$ cat src/common/pced_pkg.sv
/*
  Package for the pin change edge interrupt block: register offsets,
  field positions, reset values, widths and bus carrier structs.
  Assumes an APB slave with 32-bit data and word-aligned registers.
*/
package pced_pkg;

  // Port widths and implemented pin masks
  localparam int unsigned PORT_W        = 8;
  localparam int unsigned NUM_PORTS     = 2;
  localparam int unsigned ADDR_W        = 12;
  localparam logic [7:0]  PORT_A_MASK   = 8'h3b;
  localparam logic [7:0]  PORT_B_MASK   = 8'hf0;

  // Register offsets (byte addresses)
  localparam logic [11:0] OFF_A_RISE    = 12'h000;
  localparam logic [11:0] OFF_A_FALL    = 12'h004;
  localparam logic [11:0] OFF_A_FLAGS   = 12'h008;
  localparam logic [11:0] OFF_B_RISE    = 12'h00c;
  localparam logic [11:0] OFF_B_FALL    = 12'h010;
  localparam logic [11:0] OFF_B_FLAGS   = 12'h014;
  localparam logic [11:0] OFF_CTRL      = 12'h018;
  localparam logic [11:0] OFF_IRQ_STAT  = 12'h01c;
  localparam logic [11:0] OFF_IRQ_MASK  = 12'h020;

  // Control register fields
  localparam int unsigned CTRL_MEN_BIT  = 0;
  localparam int unsigned CTRL_SUM_BIT  = 1;
  localparam int unsigned CTRL_A_BUF_BIT = 2;
  localparam int unsigned CTRL_B_BUF_BIT = 3;

  // Interrupt status fields
  localparam int unsigned IST_EDGE_BIT  = 0;
  localparam int unsigned IST_WAKE_BIT  = 1;
  localparam int unsigned IST_W         = 2;

  // Reset values
  localparam logic [7:0]  RST_ENABLE    = 8'h00;
  localparam logic [7:0]  RST_FLAGS     = 8'h00;
  localparam logic [1:0]  RST_IST       = 2'h0;
  localparam logic [1:0]  RST_IMASK     = 2'h0;
  localparam logic        RST_MEN       = 1'b0;
  localparam logic        RST_BUF_EN    = 1'b1;

  // APB request and answer carriers
  typedef struct packed {
    logic              psel;
    logic              penable;
    logic              pwrite;
    logic [ADDR_W-1:0] paddr;
    logic [31:0]       pwdata;
  } pced_apb_req_t;

  typedef struct packed {
    logic        pready;
    logic        pslverr;
    logic [31:0] prdata;
  } pced_apb_rsp_t;

endpackage : pced_pkg

$ cat src/hdl/pced_sync.sv
/*
  Two-flop synchroniser for one port of pin inputs.
  Assumes pins are asynchronous to core_clk_i.
*/
`timescale 1ns/1ns
`default_nettype none
module pced_sync
  import pced_pkg::*;
(
  // Clock and reset
  input  wire logic              core_clk_i,
  input  wire logic              rst_i,
  // Pins
  input  wire logic [PORT_W-1:0] pin_i,
  output logic      [PORT_W-1:0] sync_o
);

  logic [PORT_W-1:0] meta_q;
  logic [PORT_W-1:0] sync_q;

  always_ff @(posedge core_clk_i or posedge rst_i) begin
    if (rst_i) begin
      meta_q <= '0;
      sync_q <= '0;
    end else begin
      meta_q <= pin_i;
      sync_q <= meta_q;
    end
  end

  assign sync_o = sync_q;

endmodule : pced_sync
`default_nettype wire

$ cat src/hdl/pced_port.sv
/*
  Edge detection and flag register for one port.
  Assumes synchronised pin levels and a write strobe from the bus slave.
*/
`timescale 1ns/1ns
`default_nettype none
module pced_port
  import pced_pkg::*;
(
  // Clock and reset
  input  wire logic              core_clk_i,
  input  wire logic              rst_i,
  // Pin side
  input  wire logic [PORT_W-1:0] sync_i,
  input  wire logic              buf_en_i,
  input  wire logic [PORT_W-1:0] pin_mask_i,
  // Config
  input  wire logic [PORT_W-1:0] rise_en_i,
  input  wire logic [PORT_W-1:0] fall_en_i,
  // Flag write
  input  wire logic              flag_we_i,
  input  wire logic [PORT_W-1:0] flag_wdata_i,
  // Status
  output logic      [PORT_W-1:0] flags_o,
  output logic      [PORT_W-1:0] hit_o
);

  logic [PORT_W-1:0] prev_q;
  logic [PORT_W-1:0] flags_q;
  logic [PORT_W-1:0] flags_d;
  logic [PORT_W-1:0] level;
  logic [PORT_W-1:0] rise;
  logic [PORT_W-1:0] fall;
  logic [PORT_W-1:0] hit;

  // Input buffer gating for bus-shared pins
  assign level   = buf_en_i ? sync_i : prev_q;
  assign rise    = level & ~prev_q & rise_en_i;
  assign fall    = ~level & prev_q & fall_en_i;
  assign hit     = (rise | fall) & pin_mask_i;
  assign flags_d = (flag_we_i ? (flag_wdata_i & flags_q) : flags_q) | hit;

  always_ff @(posedge core_clk_i or posedge rst_i) begin
    if (rst_i) begin
      prev_q  <= '0;
      flags_q <= RST_FLAGS;
    end else begin
      prev_q  <= level;
      flags_q <= flags_d & pin_mask_i;
    end
  end

  assign flags_o = flags_q;
  assign hit_o   = hit;

endmodule : pced_port
`default_nettype wire

$ cat src/hdl/pced_top.sv
/*
  Pin change edge interrupt block with APB register slave.
  Assumes pins asynchronous to core_clk_i and a single APB master.
*/
// How it works
// - Any implemented pin or pin set may interrupt
// - Master enable gates interrupt, not detection
// - Rise enable bit arms rising detector
// - Fall enable bit arms falling detector
// - Both bits set detect both edges
// - Enabled edge sets pin flag
// - Summary flag is OR of flags
// - Software clears flag by writing zero
// - Edge during write keeps flag set
// - Wake from sleep when master enabled
// - Sleep edge sets flag on same edge as wake
// - Edge and master enable bits reset to zero, buffer enables to one
// - Shared pins need buffers enabled
`timescale 1ns/1ns
`default_nettype none
module pced_top
  import pced_pkg::*;
(
  // Clock and reset
  input  wire logic              core_clk_i,
  input  wire logic              rst_i,
  // APB slave
  input  wire logic              psel_i,
  input  wire logic              penable_i,
  input  wire logic              pwrite_i,
  input  wire logic [ADDR_W-1:0] paddr_i,
  input  wire logic [31:0]       pwdata_i,
  output logic      [31:0]       prdata_o,
  output logic                   pready_o,
  output logic                   pslverr_o,
  // Pins
  input  wire logic [PORT_W-1:0] port_a_pin_i,
  input  wire logic [PORT_W-1:0] port_b_pin_i,
  // Core side
  input  wire logic              sleep_i,
  output logic                   pin_change_irq_o,
  output logic                   wake_o,
  output logic                   irq_o
);

  pced_apb_req_t req;
  pced_apb_rsp_t rsp;

  logic [PORT_W-1:0] a_rise_q;
  logic [PORT_W-1:0] a_fall_q;
  logic [PORT_W-1:0] b_rise_q;
  logic [PORT_W-1:0] b_fall_q;
  logic              men_q;
  logic              a_buf_q;
  logic              b_buf_q;
  logic [IST_W-1:0]  ist_q;
  logic [IST_W-1:0]  ist_d;
  logic [IST_W-1:0]  imask_q;
  logic [31:0]       rdata_q;
  logic [31:0]       rdata_d;
  logic              wake_q;
  logic              irq_q;

  logic [PORT_W-1:0] a_sync;
  logic [PORT_W-1:0] b_sync;
  logic [PORT_W-1:0] a_flags;
  logic [PORT_W-1:0] b_flags;
  logic [PORT_W-1:0] a_hit;
  logic [PORT_W-1:0] b_hit;

  assign req.psel    = psel_i;
  assign req.penable = penable_i;
  assign req.pwrite  = pwrite_i;
  assign req.paddr   = paddr_i;
  assign req.pwdata  = pwdata_i;

  // Access decode
  wire              acc       = req.psel & req.penable;
  wire              wr        = acc & req.pwrite;
  wire              rd        = acc & ~req.pwrite;
  wire              sel_ar    = req.paddr == OFF_A_RISE;
  wire              sel_af    = req.paddr == OFF_A_FALL;
  wire              sel_afl   = req.paddr == OFF_A_FLAGS;
  wire              sel_br    = req.paddr == OFF_B_RISE;
  wire              sel_bf    = req.paddr == OFF_B_FALL;
  wire              sel_bfl   = req.paddr == OFF_B_FLAGS;
  wire              sel_ctl   = req.paddr == OFF_CTRL;
  wire              sel_ist   = req.paddr == OFF_IRQ_STAT;
  wire              sel_imk   = req.paddr == OFF_IRQ_MASK;
  wire              mapped    = sel_ar | sel_af | sel_afl | sel_br | sel_bf | sel_bfl
                                | sel_ctl | sel_ist | sel_imk;
  wire [PORT_W-1:0] wbyte     = req.pwdata[PORT_W-1:0];

  // Change summary and event derivation
  wire              summary   = |{a_flags, b_flags};
  wire              any_hit   = |{a_hit, b_hit};
  wire              wake_ev   = men_q & sleep_i & any_hit;

  wire [31:0] ctrl_word = {28'h0000000, b_buf_q, a_buf_q, summary, men_q};

  // Sticky interrupt status, set beats write-one-clear
  wire [IST_W-1:0] ist_set = {wake_ev, men_q & any_hit};
  wire [IST_W-1:0] ist_clr = (wr & sel_ist) ? req.pwdata[IST_W-1:0] : '0;
  assign ist_d = (ist_q & ~ist_clr) | ist_set;

  // Read mux
  always_comb begin
    rdata_d = 32'h00000000;
    unique case (1'b1)
      sel_ar:  rdata_d[PORT_W-1:0] = a_rise_q;
      sel_af:  rdata_d[PORT_W-1:0] = a_fall_q;
      sel_afl: rdata_d[PORT_W-1:0] = a_flags;
      sel_br:  rdata_d[PORT_W-1:0] = b_rise_q;
      sel_bf:  rdata_d[PORT_W-1:0] = b_fall_q;
      sel_bfl: rdata_d[PORT_W-1:0] = b_flags;
      sel_ctl: rdata_d = ctrl_word;
      sel_ist: rdata_d[IST_W-1:0] = ist_q;
      sel_imk: rdata_d[IST_W-1:0] = imask_q;
      default: rdata_d = 32'h00000000;
    endcase
  end

  // Config registers
  always_ff @(posedge core_clk_i or posedge rst_i) begin
    if (rst_i) begin
      a_rise_q <= RST_ENABLE;
      a_fall_q <= RST_ENABLE;
      b_rise_q <= RST_ENABLE;
      b_fall_q <= RST_ENABLE;
    end else begin
      if (wr && sel_ar) a_rise_q <= wbyte & PORT_A_MASK;
      if (wr && sel_af) a_fall_q <= wbyte & PORT_A_MASK;
      if (wr && sel_br) b_rise_q <= wbyte & PORT_B_MASK;
      if (wr && sel_bf) b_fall_q <= wbyte & PORT_B_MASK;
    end
  end

  always_ff @(posedge core_clk_i or posedge rst_i) begin
    if (rst_i) begin
      men_q   <= RST_MEN;
      a_buf_q <= RST_BUF_EN;
      b_buf_q <= RST_BUF_EN;
      imask_q <= RST_IMASK;
    end else begin
      if (wr && sel_ctl) begin
        men_q   <= req.pwdata[CTRL_MEN_BIT];
        a_buf_q <= req.pwdata[CTRL_A_BUF_BIT];
        b_buf_q <= req.pwdata[CTRL_B_BUF_BIT];
      end
      if (wr && sel_imk) imask_q <= req.pwdata[IST_W-1:0];
    end
  end

  // Status, read data and outputs
  always_ff @(posedge core_clk_i or posedge rst_i) begin
    if (rst_i) begin
      ist_q   <= RST_IST;
      rdata_q <= 32'h00000000;
      wake_q  <= 1'b0;
      irq_q   <= 1'b0;
    end else begin
      ist_q   <= ist_d;
      rdata_q <= rd ? rdata_d : rdata_q;
      wake_q  <= wake_ev;
      irq_q   <= men_q & summary;
    end
  end

  assign rsp.pready  = 1'b1;
  assign rsp.pslverr = acc & ~mapped;
  assign rsp.prdata  = rdata_q;

  // Read data registered one edge late would break zero-wait reads, so mux directly
  assign prdata_o  = rd ? rdata_d : rsp.prdata;
  assign pready_o  = rsp.pready;
  assign pslverr_o = rsp.pslverr;

  assign pin_change_irq_o = irq_q;
  assign wake_o           = wake_q;
  assign irq_o            = |(ist_q & imask_q);

  // Port A uses buffer gate on all pins; a_sync_g passes a_sync through unchanged
  wire [PORT_W-1:0] a_sync_g = {a_sync[PORT_W-1:2], a_sync[1:0]};

  pced_sync u_sync_a (
    .core_clk_i (core_clk_i),
    .rst_i      (rst_i),
    .pin_i      (port_a_pin_i),
    .sync_o     (a_sync)
  );

  pced_sync u_sync_b (
    .core_clk_i (core_clk_i),
    .rst_i      (rst_i),
    .pin_i      (port_b_pin_i),
    .sync_o     (b_sync)
  );

  pced_port u_port_a (
    .core_clk_i   (core_clk_i),
    .rst_i        (rst_i),
    .sync_i       (a_sync_g),
    .buf_en_i     (a_buf_q),
    .pin_mask_i   (PORT_A_MASK),
    .rise_en_i    (a_rise_q),
    .fall_en_i    (a_fall_q),
    .flag_we_i    (wr & sel_afl),
    .flag_wdata_i (wbyte),
    .flags_o      (a_flags),
    .hit_o        (a_hit)
  );

  pced_port u_port_b (
    .core_clk_i   (core_clk_i),
    .rst_i        (rst_i),
    .sync_i       (b_sync),
    .buf_en_i     (b_buf_q),
    .pin_mask_i   (PORT_B_MASK),
    .rise_en_i    (b_rise_q),
    .fall_en_i    (b_fall_q),
    .flag_we_i    (wr & sel_bfl),
    .flag_wdata_i (wbyte),
    .flags_o      (b_flags),
    .hit_o        (b_hit)
  );

endmodule : pced_top
`default_nettype wire

$ cat config.mk
export PLATFORM = sky130hd
export DESIGN_NAME = pced_top
export DESIGN_NICKNAME = d
export VERILOG_FILES = /design/src/common/pced_pkg.sv /design/src/hdl/pced_sync.sv /design/src/hdl/pced_port.sv /design/src/hdl/pced_top.sv
export SDC_FILE = /design/constraint.sdc
export NUM_CORES = 1
export LEC_CHECK = 0
export ABC_AREA = 1
export BUFFER_PORTS_ARGS = -buffer_cell sky130_fd_sc_hd__buf_2
export CAP_MARGIN = 40
export CORE_ASPECT_RATIO = 1.4
export CORE_UTILIZATION = 48
export CTS_CLUSTER_DIAMETER = 30
export DETAILED_ROUTE_END_ITERATION = 12
export HOLD_SLACK_MARGIN = 0.03
export PLACE_DENSITY = 0.8
export SLEW_MARGIN = 20
export SYNTH_ARGS = -nofsm -noshare
export SYNTH_HDL_FRONTEND = slang
export SYNTH_SLANG_ARGS = --single-unit
$ cat constraint.sdc
create_clock -name core_clk_i -period 3.45 [get_ports core_clk_i]
set_clock_uncertainty 0.1 [all_clocks]
set_input_delay 0.69 -clock core_clk_i [delete_from_list [all_inputs] [get_ports core_clk_i]]
set_output_delay 0.69 -clock core_clk_i [all_outputs]
set_load 0.03 [all_outputs]
# Yosys cells after proc, flatten, opt, wreduce, memory -nomap -nowiden
# Index checks and enable logic that the tools add are counted.
dict set report word_totals {
  regBits 116
  input_bits 66
  output_inout_bits 37
  word_cells 89
}
dict set report classes {
  n_eq_ne 8
  mux 8
  bitwise 43
  reduce_logical 10
}
# operator count
set ops {}
lappend ops {{$eq A12 B5 Y1 const B} 4}
lappend ops {{$pmux W6 S7} 1}
lappend ops {{$and A8 B8 Y8} 5}
lappend ops {{$mux W32} 1}
lappend ops {{$and A6 B6 Y6} 5}
lappend ops {{$eq A12 B4 Y1 const B} 2}
lappend ops {{$mux W8} 3}
lappend ops {{$reduce_or A9 Y1} 2}
lappend ops {{$not A8 Y8} 2}
lappend ops {{$or A8 B8 Y8} 2}
lappend ops {{$eq A12 B3 Y1 const B} 1}
lappend ops {{$eq A12 B6 Y1 const B} 1}
lappend ops {{$logic_not A12 Y1} 1}
lappend ops {{$not A6 Y6} 2}
lappend ops {{$or A6 B6 Y6} 2}
lappend ops {{$pmux W2 S6} 1}
lappend ops {{$and A1 B1 Y1} 11}
lappend ops {{$or A1 B1 Y1} 8}
lappend ops {{$logic_and A1 B1 Y1} 6}
lappend ops {{$mux W6} 1}
lappend ops {{$and A2 B2 Y2} 2}
lappend ops {{$mux W2} 1}
lappend ops {{$not A1 Y1} 2}
lappend ops {{$not A2 Y2} 1}
lappend ops {{2 further kinds} 2}

# Logic depth before layout (Yosys ltp)
# Gate-level depths: netlist of the first run.
dict set report logic_depth {
  ltp_word 11
  mapped_depth 10
  depth_no_buf 10
}

# Hierarchy
# A second synthesis of the first run with hierarchy kept.
dict set report unflattened {
  hier_cells 649
  hier_area_um2 5567.8
}
# module n_inst cells_each area_each_um2 seq_area_each_um2
set by_module_without_submodules {}
lappend by_module_without_submodules {pced_top 1 381 3015.4 1478.9}
lappend by_module_without_submodules {pced_port 2 117 872.1 400.4}
lappend by_module_without_submodules {pced_sync 2 17 404.1 400.4}

# Worst setup path before layout of the first run
# Ideal clock, no wire load.
dict set report synth_timing {
  path_type {input port to output port}
  from {input port paddr_i[11]}
  to {output port pslverr_o}
  arrival_ps 1948
  required_ps 2660
  slack_ps 712
  path_stages 7
  n_path_buf 1
  path_cell_list {nor2_2 > nand2_4 > clkinv_2 > buf_6 > nand3_1 > nand2_1 > nor3b_1}
}
dict set report synth_between {
  elab_chain_cells 11
  word_cells_on_any_way 19
  classes_between {eq/ne (8); bitwise (10); reduce/logical (1)}
}
# element line
set synth_lines {}
lappend synth_lines {{start: declaration} pced_top.sv:31} ;# input wire logic [ADDR_W-1:0] paddr_i,
lappend synth_lines {{$eq A12 B3 Y1 / $logic_not A12 Y1 (equally long branches)} {pced_top.sv:82, pced_top.sv:81}}
lappend synth_lines {{$or A1 B1 Y1 (5 in a row)} pced_top.sv:90} ;# wire mapped = sel_ar | sel_af | sel_afl | sel_br | sel_bf | sel_bfl
lappend synth_lines {{$or A1 B1 Y1 (2 in a row)} pced_top.sv:91} ;# | sel_ctl | sel_ist | sel_imk;
lappend synth_lines {{$or A1 B1 Y1 (*)} pced_top.sv:91}
lappend synth_lines {{$not A1 Y1 (*)} pced_top.sv:170} ;# assign rsp.pslverr = acc & ~mapped;
lappend synth_lines {{$and A1 B1 Y1 (*)} pced_top.sv:170}
lappend synth_lines {{end: declaration} pced_top.sv:35} ;# output logic pslverr_o,
# Every way passes the cells marked *; elsewhere a longest branch is shown, timed or not.

# Worst setup path after layout of the first run
dict set report layout_timing {
  from {input port paddr_i[5]}
  to {output port prdata_o[1]}
}
dict set report layout_between {
  elab_chain_cells 3
  word_cells_on_any_way 8
  classes_between {eq/ne (5); mux (2); reduce/logical (1)}
}
# element line
set layout_lines {}
lappend layout_lines {{$eq A12 B6 Y1 (tied with other cells)} pced_top.sv:89} ;# wire sel_imk = req.paddr == OFF_IRQ_MASK;
lappend layout_lines {{$pmux W2 S6 (*)} pced_top.sv:109} ;# unique case (1'b1)
lappend layout_lines {{$mux W32 (*)} pced_top.sv:174} ;# assign prdata_o = rd ? rdata_d : rsp.prdata;
lappend layout_lines {{end: declaration} pced_top.sv:33} ;# output logic [31:0] prdata_o,
# Marked as above.

==> reports/metrics.csv, run 1 <==
stage;metric;value;unit
yosys;Syn Nets;540;
floorplanning;Die Span Y;112.1;um
clock_tree;CTS Buf Count;9;
run_status;status;complete, no violations;
placement;Final GP Congestion;0.8915;
sta;f_max;356.4;MHz
critical_path;crit path kind;in2out;
detailed_routing;via count;3256;
sta;Fin. Hold Viols;0;
floorplanning;starting density of the core;50.11;%
floorplanning;FP Rows;39;
clock_tree;post-CTS resize count;0;
global_routing;GRT Total Usage;20.97;%
detailed_routing;WL/cell;13.38;um
flow_run;number of max-cap violations;0;
min_path;worst min-delay path category;in2async;
yosys;Synth cell types;32;
sta;fin crit share;81.32;%
yosys;Synth area leaders;dfrtp_1 56%, nand2_1 9.7%, inv_1 6.3%;
sta;setup ws final;644.4;ps
yosys;share of the synthesized area in the top cell type;55.99;%
yosys;Post-synth EDFFs;0;
detailed_routing;drt drc;0;
pwr;Max VDD drop;0.3272;mV
placement;pre-CTS WS;652.6;ps
clock_tree;clk_lat worst skew;350;ps
global_routing;global-route wire length before repair;14420;um
floorplanning;Core Region;8295;um2
yosys;post-synthesis cell type with the largest combined area;dfrtp_1;
critical_path;critical path arrival;2020;ps
sta;worst hold slack;120.1;ps
clock_tree;CTS root buf;clkbuf_16;
cells_and_area;layout cell share with drive strength beyond 1;21.70;%
critical_path;CP Launch Point;paddr_i[5];
critical_path;highest fanout seen on the critical path;13;
clock_tree;CTS tree;built;
clock_tree;post-CTS setup buffer count;0;
yosys;average size of a mapped cell;8.769;um2
global_routing;largest net degree at the start of global routing;53;
detailed_routing;vias per cell;4.971;
critical_path;FF-to-FF Start;a_buf_q$_DFFE_PP1P_;
critical_path;CP Capture Type;output pin;
floorplanning;I/O pin count;103;
cells_and_area;ant diodes;0;
pwr;NetSw;514.2;uW
sta;RSZ-0062 raised after global routing;no;
detailed_routing;TritonRoute pass-1 iters;4;
global_routing;grt ovf;0;
yosys;async set or reset register ratio after synthesis;100.0;%
floorplanning;Die Width;80.65;um
detailed_routing;drt initial violations;234;
detailed_routing;number of routed nets with antenna violations;0;
yosys;ys flop type;dfrtp_1;
pwr;Leakage Power;0.002535;uW
yosys;#FFs+latches synth;95;
sta;Final Slew Violations;0;
placement;port bufs;70;
cells_and_area;Nets;614;
critical_path;Worst EP required;2660;ps
critical_path;slowest CP cell;buf_2;
global_routing;vias in the first global route;3218;
pwr;Reg power frac;49.1;%
yosys;synthesized area;4156;um2
clock_tree;htree depth;3;
clock_tree;CTS max path bufs;2;
critical_path;CP peak stage delay;240;ps
pwr;combinational share of power;5.1;%
placement;Detail Placement HPWL;6299;um
pwr;Pint;1801;uW
cells_and_area;area delta synth->final;18.63;%
clock_tree;clock sinks;95;
pwr;switching share of power;22.21;%
pwr;pwr/cell area;469.5;nW/um2
critical_path;most frequent CP cell;buf_2;
global_routing;initial antenna violation count;0;
critical_path;Worst setup SP type;input port;
clock_tree;Reg clk slew, reported paths;60;ps
sta;Final setup violation count;0;
clock_tree;Post-CTS Hold Fix Bufs;0;
pwr;Clock power frac;45.8;%
sta;setup TNS;0;ps
cells_and_area;fill cell count;741;
yosys;Yosys warnings;0;
yosys;cells after synthesis;474;
critical_path;worst path cell trace;buf_2, nor2_2, nand2_4, nor2_8, nand3_1, nand2_1, nor2_1, a21oi_1, buf_2;
floorplanning;full die area;9041;um2
cells_and_area;final cell utilization of the core;59.44;%
detailed_routing;drt total wl;8767;um
sta;min Tclk post-route;2806;ps
yosys;sequential area share after synthesis;57.25;%
==> worst max-delay path: cells and delay by family <==
| family | cells | cell delay (ps) |
|---|---|---|
| AO/OA/AOI/OAI | 1 | 200 |
| buffers and inverters | 2 | 370 |
| AND/OR/NAND/NOR | 6 | 750 |
==> flip-flops by register name (all words and copies together) (netlist names) <==
name              cells
a_buf_q               1
a_fall_q              5
a_rise_q              5
b_buf_q               1
b_fall_q              4
b_rise_q              4
imask_q               2
ist_q                 2
men_q                 1
pin_change_irq_o      1
rdata_q              32
u_port_a.flags_o      5
u_port_a.prev_q       5
u_port_b.flags_o      4
u_port_b.prev_q       4
u_sync_a.meta_q       5
u_sync_a.sync_o       5
u_sync_b.meta_q       4
u_sync_b.sync_o       4
wake_o                1
==> placed cells by master (no fill, tap or decap), types with 9 or more instances in the layout <==
cell type / netlist / routed
o21ai_0: 21 / 21
nand2_1: 107 / 107
buf_2: 3 / 70
nand4_1: 21 / 21
nand3_1: 31 / 31
inv_1: 70 / 69
dfrtp_1: 93 / 93
nor2_1: 62 / 61
clkbuf_16: 0 / 9
o21ai_1: 22 / 22
==> final timing paths <==
check | depth (start not counted) | slack [ps] | endpoint
min in group core_clk_i | 0 | 240 | u_sync_b.sync_o[6]$_DFF_PP0_
setup / recovery | 9 | 640 | prdata_o[1]
max in group asynchronous | 3 | 2620 | a_buf_q$_DFFE_PP1P_
hold reg to reg | 0 | 240 | u_sync_b.sync_o[6]$_DFF_PP0_
setup reg to reg | 9 | 1670 | ist_q[1]$_DFF_PP0_
hold / removal | 2 | 120 | rdata_q[28]$_DFF_PP0_
==> metrics by stage <==
step	power, uW	instances	area [um2]
detailed placement	1276	638	4589
floorplan	1226	474	4156
finish	2315	655	4931
global placement	1271	638	4589
global route	2392	655	4931
CTS	2336	654	4911
==> kinds of logic (layout without fill, tap and decap cells) <==
kind of cell | after synthesis | count (layout) | synth area share (%)
buf+inv | 84 | 163 | 8.549
flops | 95 | 95 | 57.25
other cells | 1 | 1 | 0.09022
simple gates | 247 | 247 | 28.18
compound gates | 47 | 47 | 5.930
==> cells in the mapped netlist (2+ instances only) <==
library cell	number
nor2_2	4
clkbuf_1	2
nand4_1	21
o21ai_0	21
nand3_4	2
nand2_4	2
dfrtp_1	93
inv_2	3
nand3_1	31
buf_2	3
nor3_1	2
dfstp_2	2
nor2_4	4
nor2_1	62
nand2_2	3
buf_4	3
o21ai_1	22
nand3_2	5
inv_1	70
nand2_1	107
==> area by class of cell <==
| class | count | area (um2) | share of cell area, % |
|---|---|---|---|
| clock inverter | 7 | 96.34 | 1.954 |
| tap | 102 | 127.6 | 2.588 |
| sequential | 95 | 2380 | 48.26 |
| timing repair buffer | 73 | 397.9 | 8.069 |
| clock buffer | 9 | 225.2 | 4.567 |
| inverter | 74 | 280.3 | 5.684 |
| multi-input combinational | 295 | 1424 | 28.88 |
==> power groups by stage <==
| stage | Sequential, uW | Combinational [uW] | Clock [uW] |
|---|---|---|---|
| after floorplan | 1160 | 69.5 | 0 |
| after detailed placement | 1160 | 117 | 0 |
| after global placement | 1160 | 113 | 0 |
| final | 1140 | 118 | 1060 |
| after CTS | 1140 | 117 | 1080 |
| after global routing | 1140 | 133 | 1120 |
==> metal layers <==
metal | up-vias | global-route usage [%] | share of wire (%) | wire, um
met5 | - | 0 | 0 | 0
met4 | 0 | 11.31 | 3.2 | 282
met3 | 23 | 4.228 | 5.0 | 441
met2 | 113 | 35.14 | 51 | 4460
met1 | 1482 | 24.88 | 41 | 3582
li1 | 1638 | - | - | -
Note: power is estimated with default switching activity, not from simulation.
==> run 2, diff against run 1 <==
Settings changed: ABC_AREA 1 to 0, CORE_UTILIZATION 48 to 52, PLACE_DENSITY 0.8 to 0.83.
Clock period 3.45 ns to 2.85 ns, I/O delays scaled along.
==> reports/metrics.csv, run 2 <==
stage;metric;value;unit;change
clock_tree;clock sinks;95;;unchanged
detailed_routing;TritonRoute pass-1 iters;4;;unchanged
critical_path;CP peak stage delay;550;ps;was 240 ps
cells_and_area;Multi-input gate area;1608;um2;was 1424 um2
detailed_routing;number of routed nets with antenna violations;0;;unchanged
critical_path;crit path kind;in2out;;unchanged
critical_path;reg2reg setup slack;220;ps;was 1670 ps
sta;setup ws final;-72.59;ps;was 644.4 ps
detailed_routing;drt total wl;9038;um;was 8767 um
cells_and_area;Cell Count, Final, Fillers Out;529;;was 655
yosys;compound-gate portion of the synthesized area;8.464;%;was 5.930%
yosys;ys flop type;dfrtp_1;;unchanged
sta;Final Slew Violations;0;;unchanged
critical_path;reg2reg end;rdata_q[3]$_DFF_PP0_;;was ist_q[1]$_DFF_PP0_
cells_and_area;commonest non-fill, non-tap cell in the layout;dfrtp_1;;was nand2_1
yosys;sequential area share after synthesis;60.75;%;was 57.25%
pwr;pwr/cell area;491.7;nW/um2;was 469.5 nW/um2
cells_and_area;Largest register FFs;32;;unchanged
cells_and_area;Reg area;2380;um2;unchanged
clock_tree;htree depth;3;;unchanged
floorplanning;Core Region;7315;um2;was 8295 um2
yosys;synthesized area;3918;um2;was 4156 um2
yosys;Synth Area in Simple Gates;17.79;%;was 28.18%
placement;cell count after placement;497;;was 638
run_status;status;complete, but fails checks;;was complete, no violations
cells_and_area;area delta synth->final;30.79;%;was 18.63%
yosys;Post-synth top cells;93 x dfrtp_1, 36 x mux2_2, 26 x and2_1, 26 x o21ai_0, 24 x nand2_1;;was 107 x nand2_1, 93 x dfrtp_1, 70 x inv_1
sta;Worst Tran Pin Value;632.0;ps;
global_routing;vias in the first global route;3102;;was 3218
clock_tree;Post-CTS Hold Fix Bufs;0;;unchanged
cells_and_area;fill cell count;538;;was 741
detailed_routing;via count;2908;;was 3256
global_routing;GRT Total Usage;24.72;%;was 20.97%
floorplanning;full die area;7890;um2;was 9041 um2
cells_and_area;final instance area;5124;um2;was 4931 um2
detailed_routing;WL/cell;17.09;um;was 13.38 um
critical_path;Worst setup SP type;input port;;unchanged
clock_tree;Reg clk slew, reported paths;90;ps;was 60 ps
clock_tree;CTS tree;built;;unchanged
clock_tree;CTS Buf Count;9;;unchanged
yosys;post-synthesis xor/xnor area fraction;0;%;unchanged
sta;min Tclk post-route;2923;ps;
cells_and_area;Nets;493;;was 614
run_status;failing checks;setup timing;;
yosys;async set or reset register ratio after synthesis;100.0;%;unchanged
clock_tree;CTS root buf;clkbuf_8;;was clkbuf_16
global_routing;global-route wire length before repair;14280;um;was 14420 um
critical_path;CP Capture Type;output pin;;unchanged
cells_and_area;layout cell share with drive strength beyond 1;44.91;%;was 21.70%
critical_path;highest fanout seen on the critical path;4;;was 13
critical_path;slowest CP cell;or4_4;;was buf_2
pwr;Leakage Power;0.002565;uW;was 0.002535 uW
global_routing;largest net degree at the start of global routing;29;;was 53
critical_path;FF-to-FF Start;a_fall_q[3]$_DFFE_PP0P_;;was a_buf_q$_DFFE_PP1P_
sta;Fin. Hold Viols;0;;unchanged
flow_run;number of max-cap violations;0;;unchanged
yosys;Yosys warnings;0;;unchanged
cells_and_area;most frequent cells in the layout;93 x dfrtp_1, 61 x buf_2, 36 x mux2_2;;was 107 x nand2_1, 93 x dfrtp_1, 70 x buf_2
sta;fin crit share;102.5;%;
yosys;Syn Nets;382;;was 540
sta;RSZ-0062 raised after global routing;yes;;was no
yosys;main combinational cell family by area after synthesis;simple AND/OR/NAND/NOR gates;;unchanged
detailed_routing;drt drc;0;;unchanged
critical_path;critical path arrival;2250;ps;was 2020 ps
placement;Detail Placement HPWL;6195;um;was 6299 um
cells_and_area;ant diodes;0;;unchanged
floorplanning;FP Rows;37;;was 39
yosys;most frequent cell after synthesis;dfrtp_1;;was nand2_1
detailed_routing;vias per cell;5.497;;was 4.971
placement;placed cell areas;4572;um2;was 4589 um2
yosys;average size of a mapped cell;12.40;um2;was 8.769 um2
yosys;#FFs+latches synth;95;;unchanged
placement;port bufs;70;;unchanged
detailed_routing;drt initial violations;239;;was 234
clock_tree;CTS max path bufs;2;;unchanged
floorplanning;I/O pin count;103;;unchanged
global_routing;initial antenna violation count;0;;unchanged
sta;Slew HR;57.78;%;
yosys;Post-synth EDFFs;0;;unchanged
floorplanning;Die Span Y;104.7;um;was 112.1 um
yosys;mux contribution to synthesized area;11.37;%;was 0%
critical_path;worst path cell trace;buf_6, or4_4, nor3_4, nand2_2, o32ai_2, a21o_1, clkbuf_4;;was buf_2, nor2_2, nand2_4, nor2_8, nand3_1, nand2_1, nor2_1, a21oi_1, buf_2
sta;Final setup violation count;8;;was 0
global_routing;grt ovf;0;;unchanged
min_path;worst min-delay path category;in2async;;unchanged
critical_path;worst r2r path cells;16;;was 9
cells_and_area;Biggest register;rdata_q;;unchanged
clock_tree;clk_lat worst skew;350;ps;about the same
yosys;Synth area leaders;dfrtp_1 59%, mux2_2 10%, and2_1 4.2%;;was dfrtp_1 56%, nand2_1 9.7%, inv_1 6.3%
placement;Final GP Congestion;0.8927;;was 0.8915
yosys;Synth cell types;40;;was 32
sta;f_max;342.2;MHz;
sta;worst hold slack;188.4;ps;was 120.1 ps
critical_path;Worst EP required;2180;ps;was 2660 ps
yosys;post-synthesis adder-cell area fraction;0;%;unchanged
pwr;overall power;2519;uW;was 2315 uW
yosys;share of the synthesized area in the top cell type;59.41;%;was 55.99%
yosys;cells after synthesis;316;;was 474
yosys;post-synthesis cell type with the largest combined area;dfrtp_1;;unchanged
floorplanning;starting density of the core;53.56;%;was 50.11%
pwr;Max VDD drop;0.3765;mV;was 0.3272 mV
floorplanning;Die Width;75.36;um;was 80.65 um
-- run 2: worst max-delay path, delay by kind of cell --
kind	cells	cell delay [ps]
compound gates	2	480
buf+inv	2	280
simple gates	3	930
-- run 2: cell type report --
type	count	area share, %
Clock buffer	12	3.223
Clock inverter	4	1.490
Inverter	3	0.2930
Multi-Input combinational cell	206	31.38
Sequential cell	95	46.45
Tap cell	97	2.369
Timing Repair Buffer	112	14.80
-- run 2: cell families after synthesis --
logic type      Yosys count
compound gates           53
buf+inv                  15
flops                    95
mux                      40
other cells               1
simple gates            112
-- run 2: stage by stage --
step / TNS, ps / utilization (%) / setup slack [ps]
2_1_floorplan: -127.5 / - / -85.19
3_3_place_gp: -357.2 / 62.50 / -92.78
3_5_place_dp: -560.2 / 62.50 / -117.6
4_1_cts: -71.33 / 67.77 / -31.61
5_1_grt: -699.3 / 70.05 / -118.0
6_report: -235.9 / 70.05 / -72.59
-- run 2: layer usage --
| layer | GRT usage, % | vias to the layer above | routed length, um |
|---|---|---|---|
| met5 | 0 | - | 0 |
| li1 | - | 1344 | - |
| met2 | 40.56 | 110 | 4872 |
| met3 | 6.943 | 21 | 429 |
| met4 | 12.96 | 0 | 210 |
| met1 | 28.56 | 1433 | 3525 |
-- run 2: repair_timing --
| item | in CTS | in global routing |
|---|---|---|
| resized for setup | 11 | 35 |
| pin swaps | 1 | 3 |
| buffers inserted | 13 | 3 |
| endpoints found under the setup margin | 8 | 9 |
| gates cloned | 0 | 0 |
-- run 2: worst max path at each step --
| stage | start | end | cells after the start | slack [ps] |
|---|---|---|---|---|
| floorplan | paddr_i[2] | prdata_o[6] | 5 | -90 |
| global placement | paddr_i[3] | prdata_o[5] | 7 | -90 |
| detailed placement | paddr_i[7] | prdata_o[4] | 7 | -120 |
| CTS | paddr_i[7] | prdata_o[4] | 7 | -30 |
| global route | paddr_i[7] | prdata_o[4] | 7 | -120 |
| finish | paddr_i[7] | prdata_o[4] | 7 | -70 |
-- run 2: report_power, final --
part	switching (uW)	total (uW)	internal (uW)
clock network	448	1020	568
registers	6.81	1370	1360
logic	82.5	135	52.6
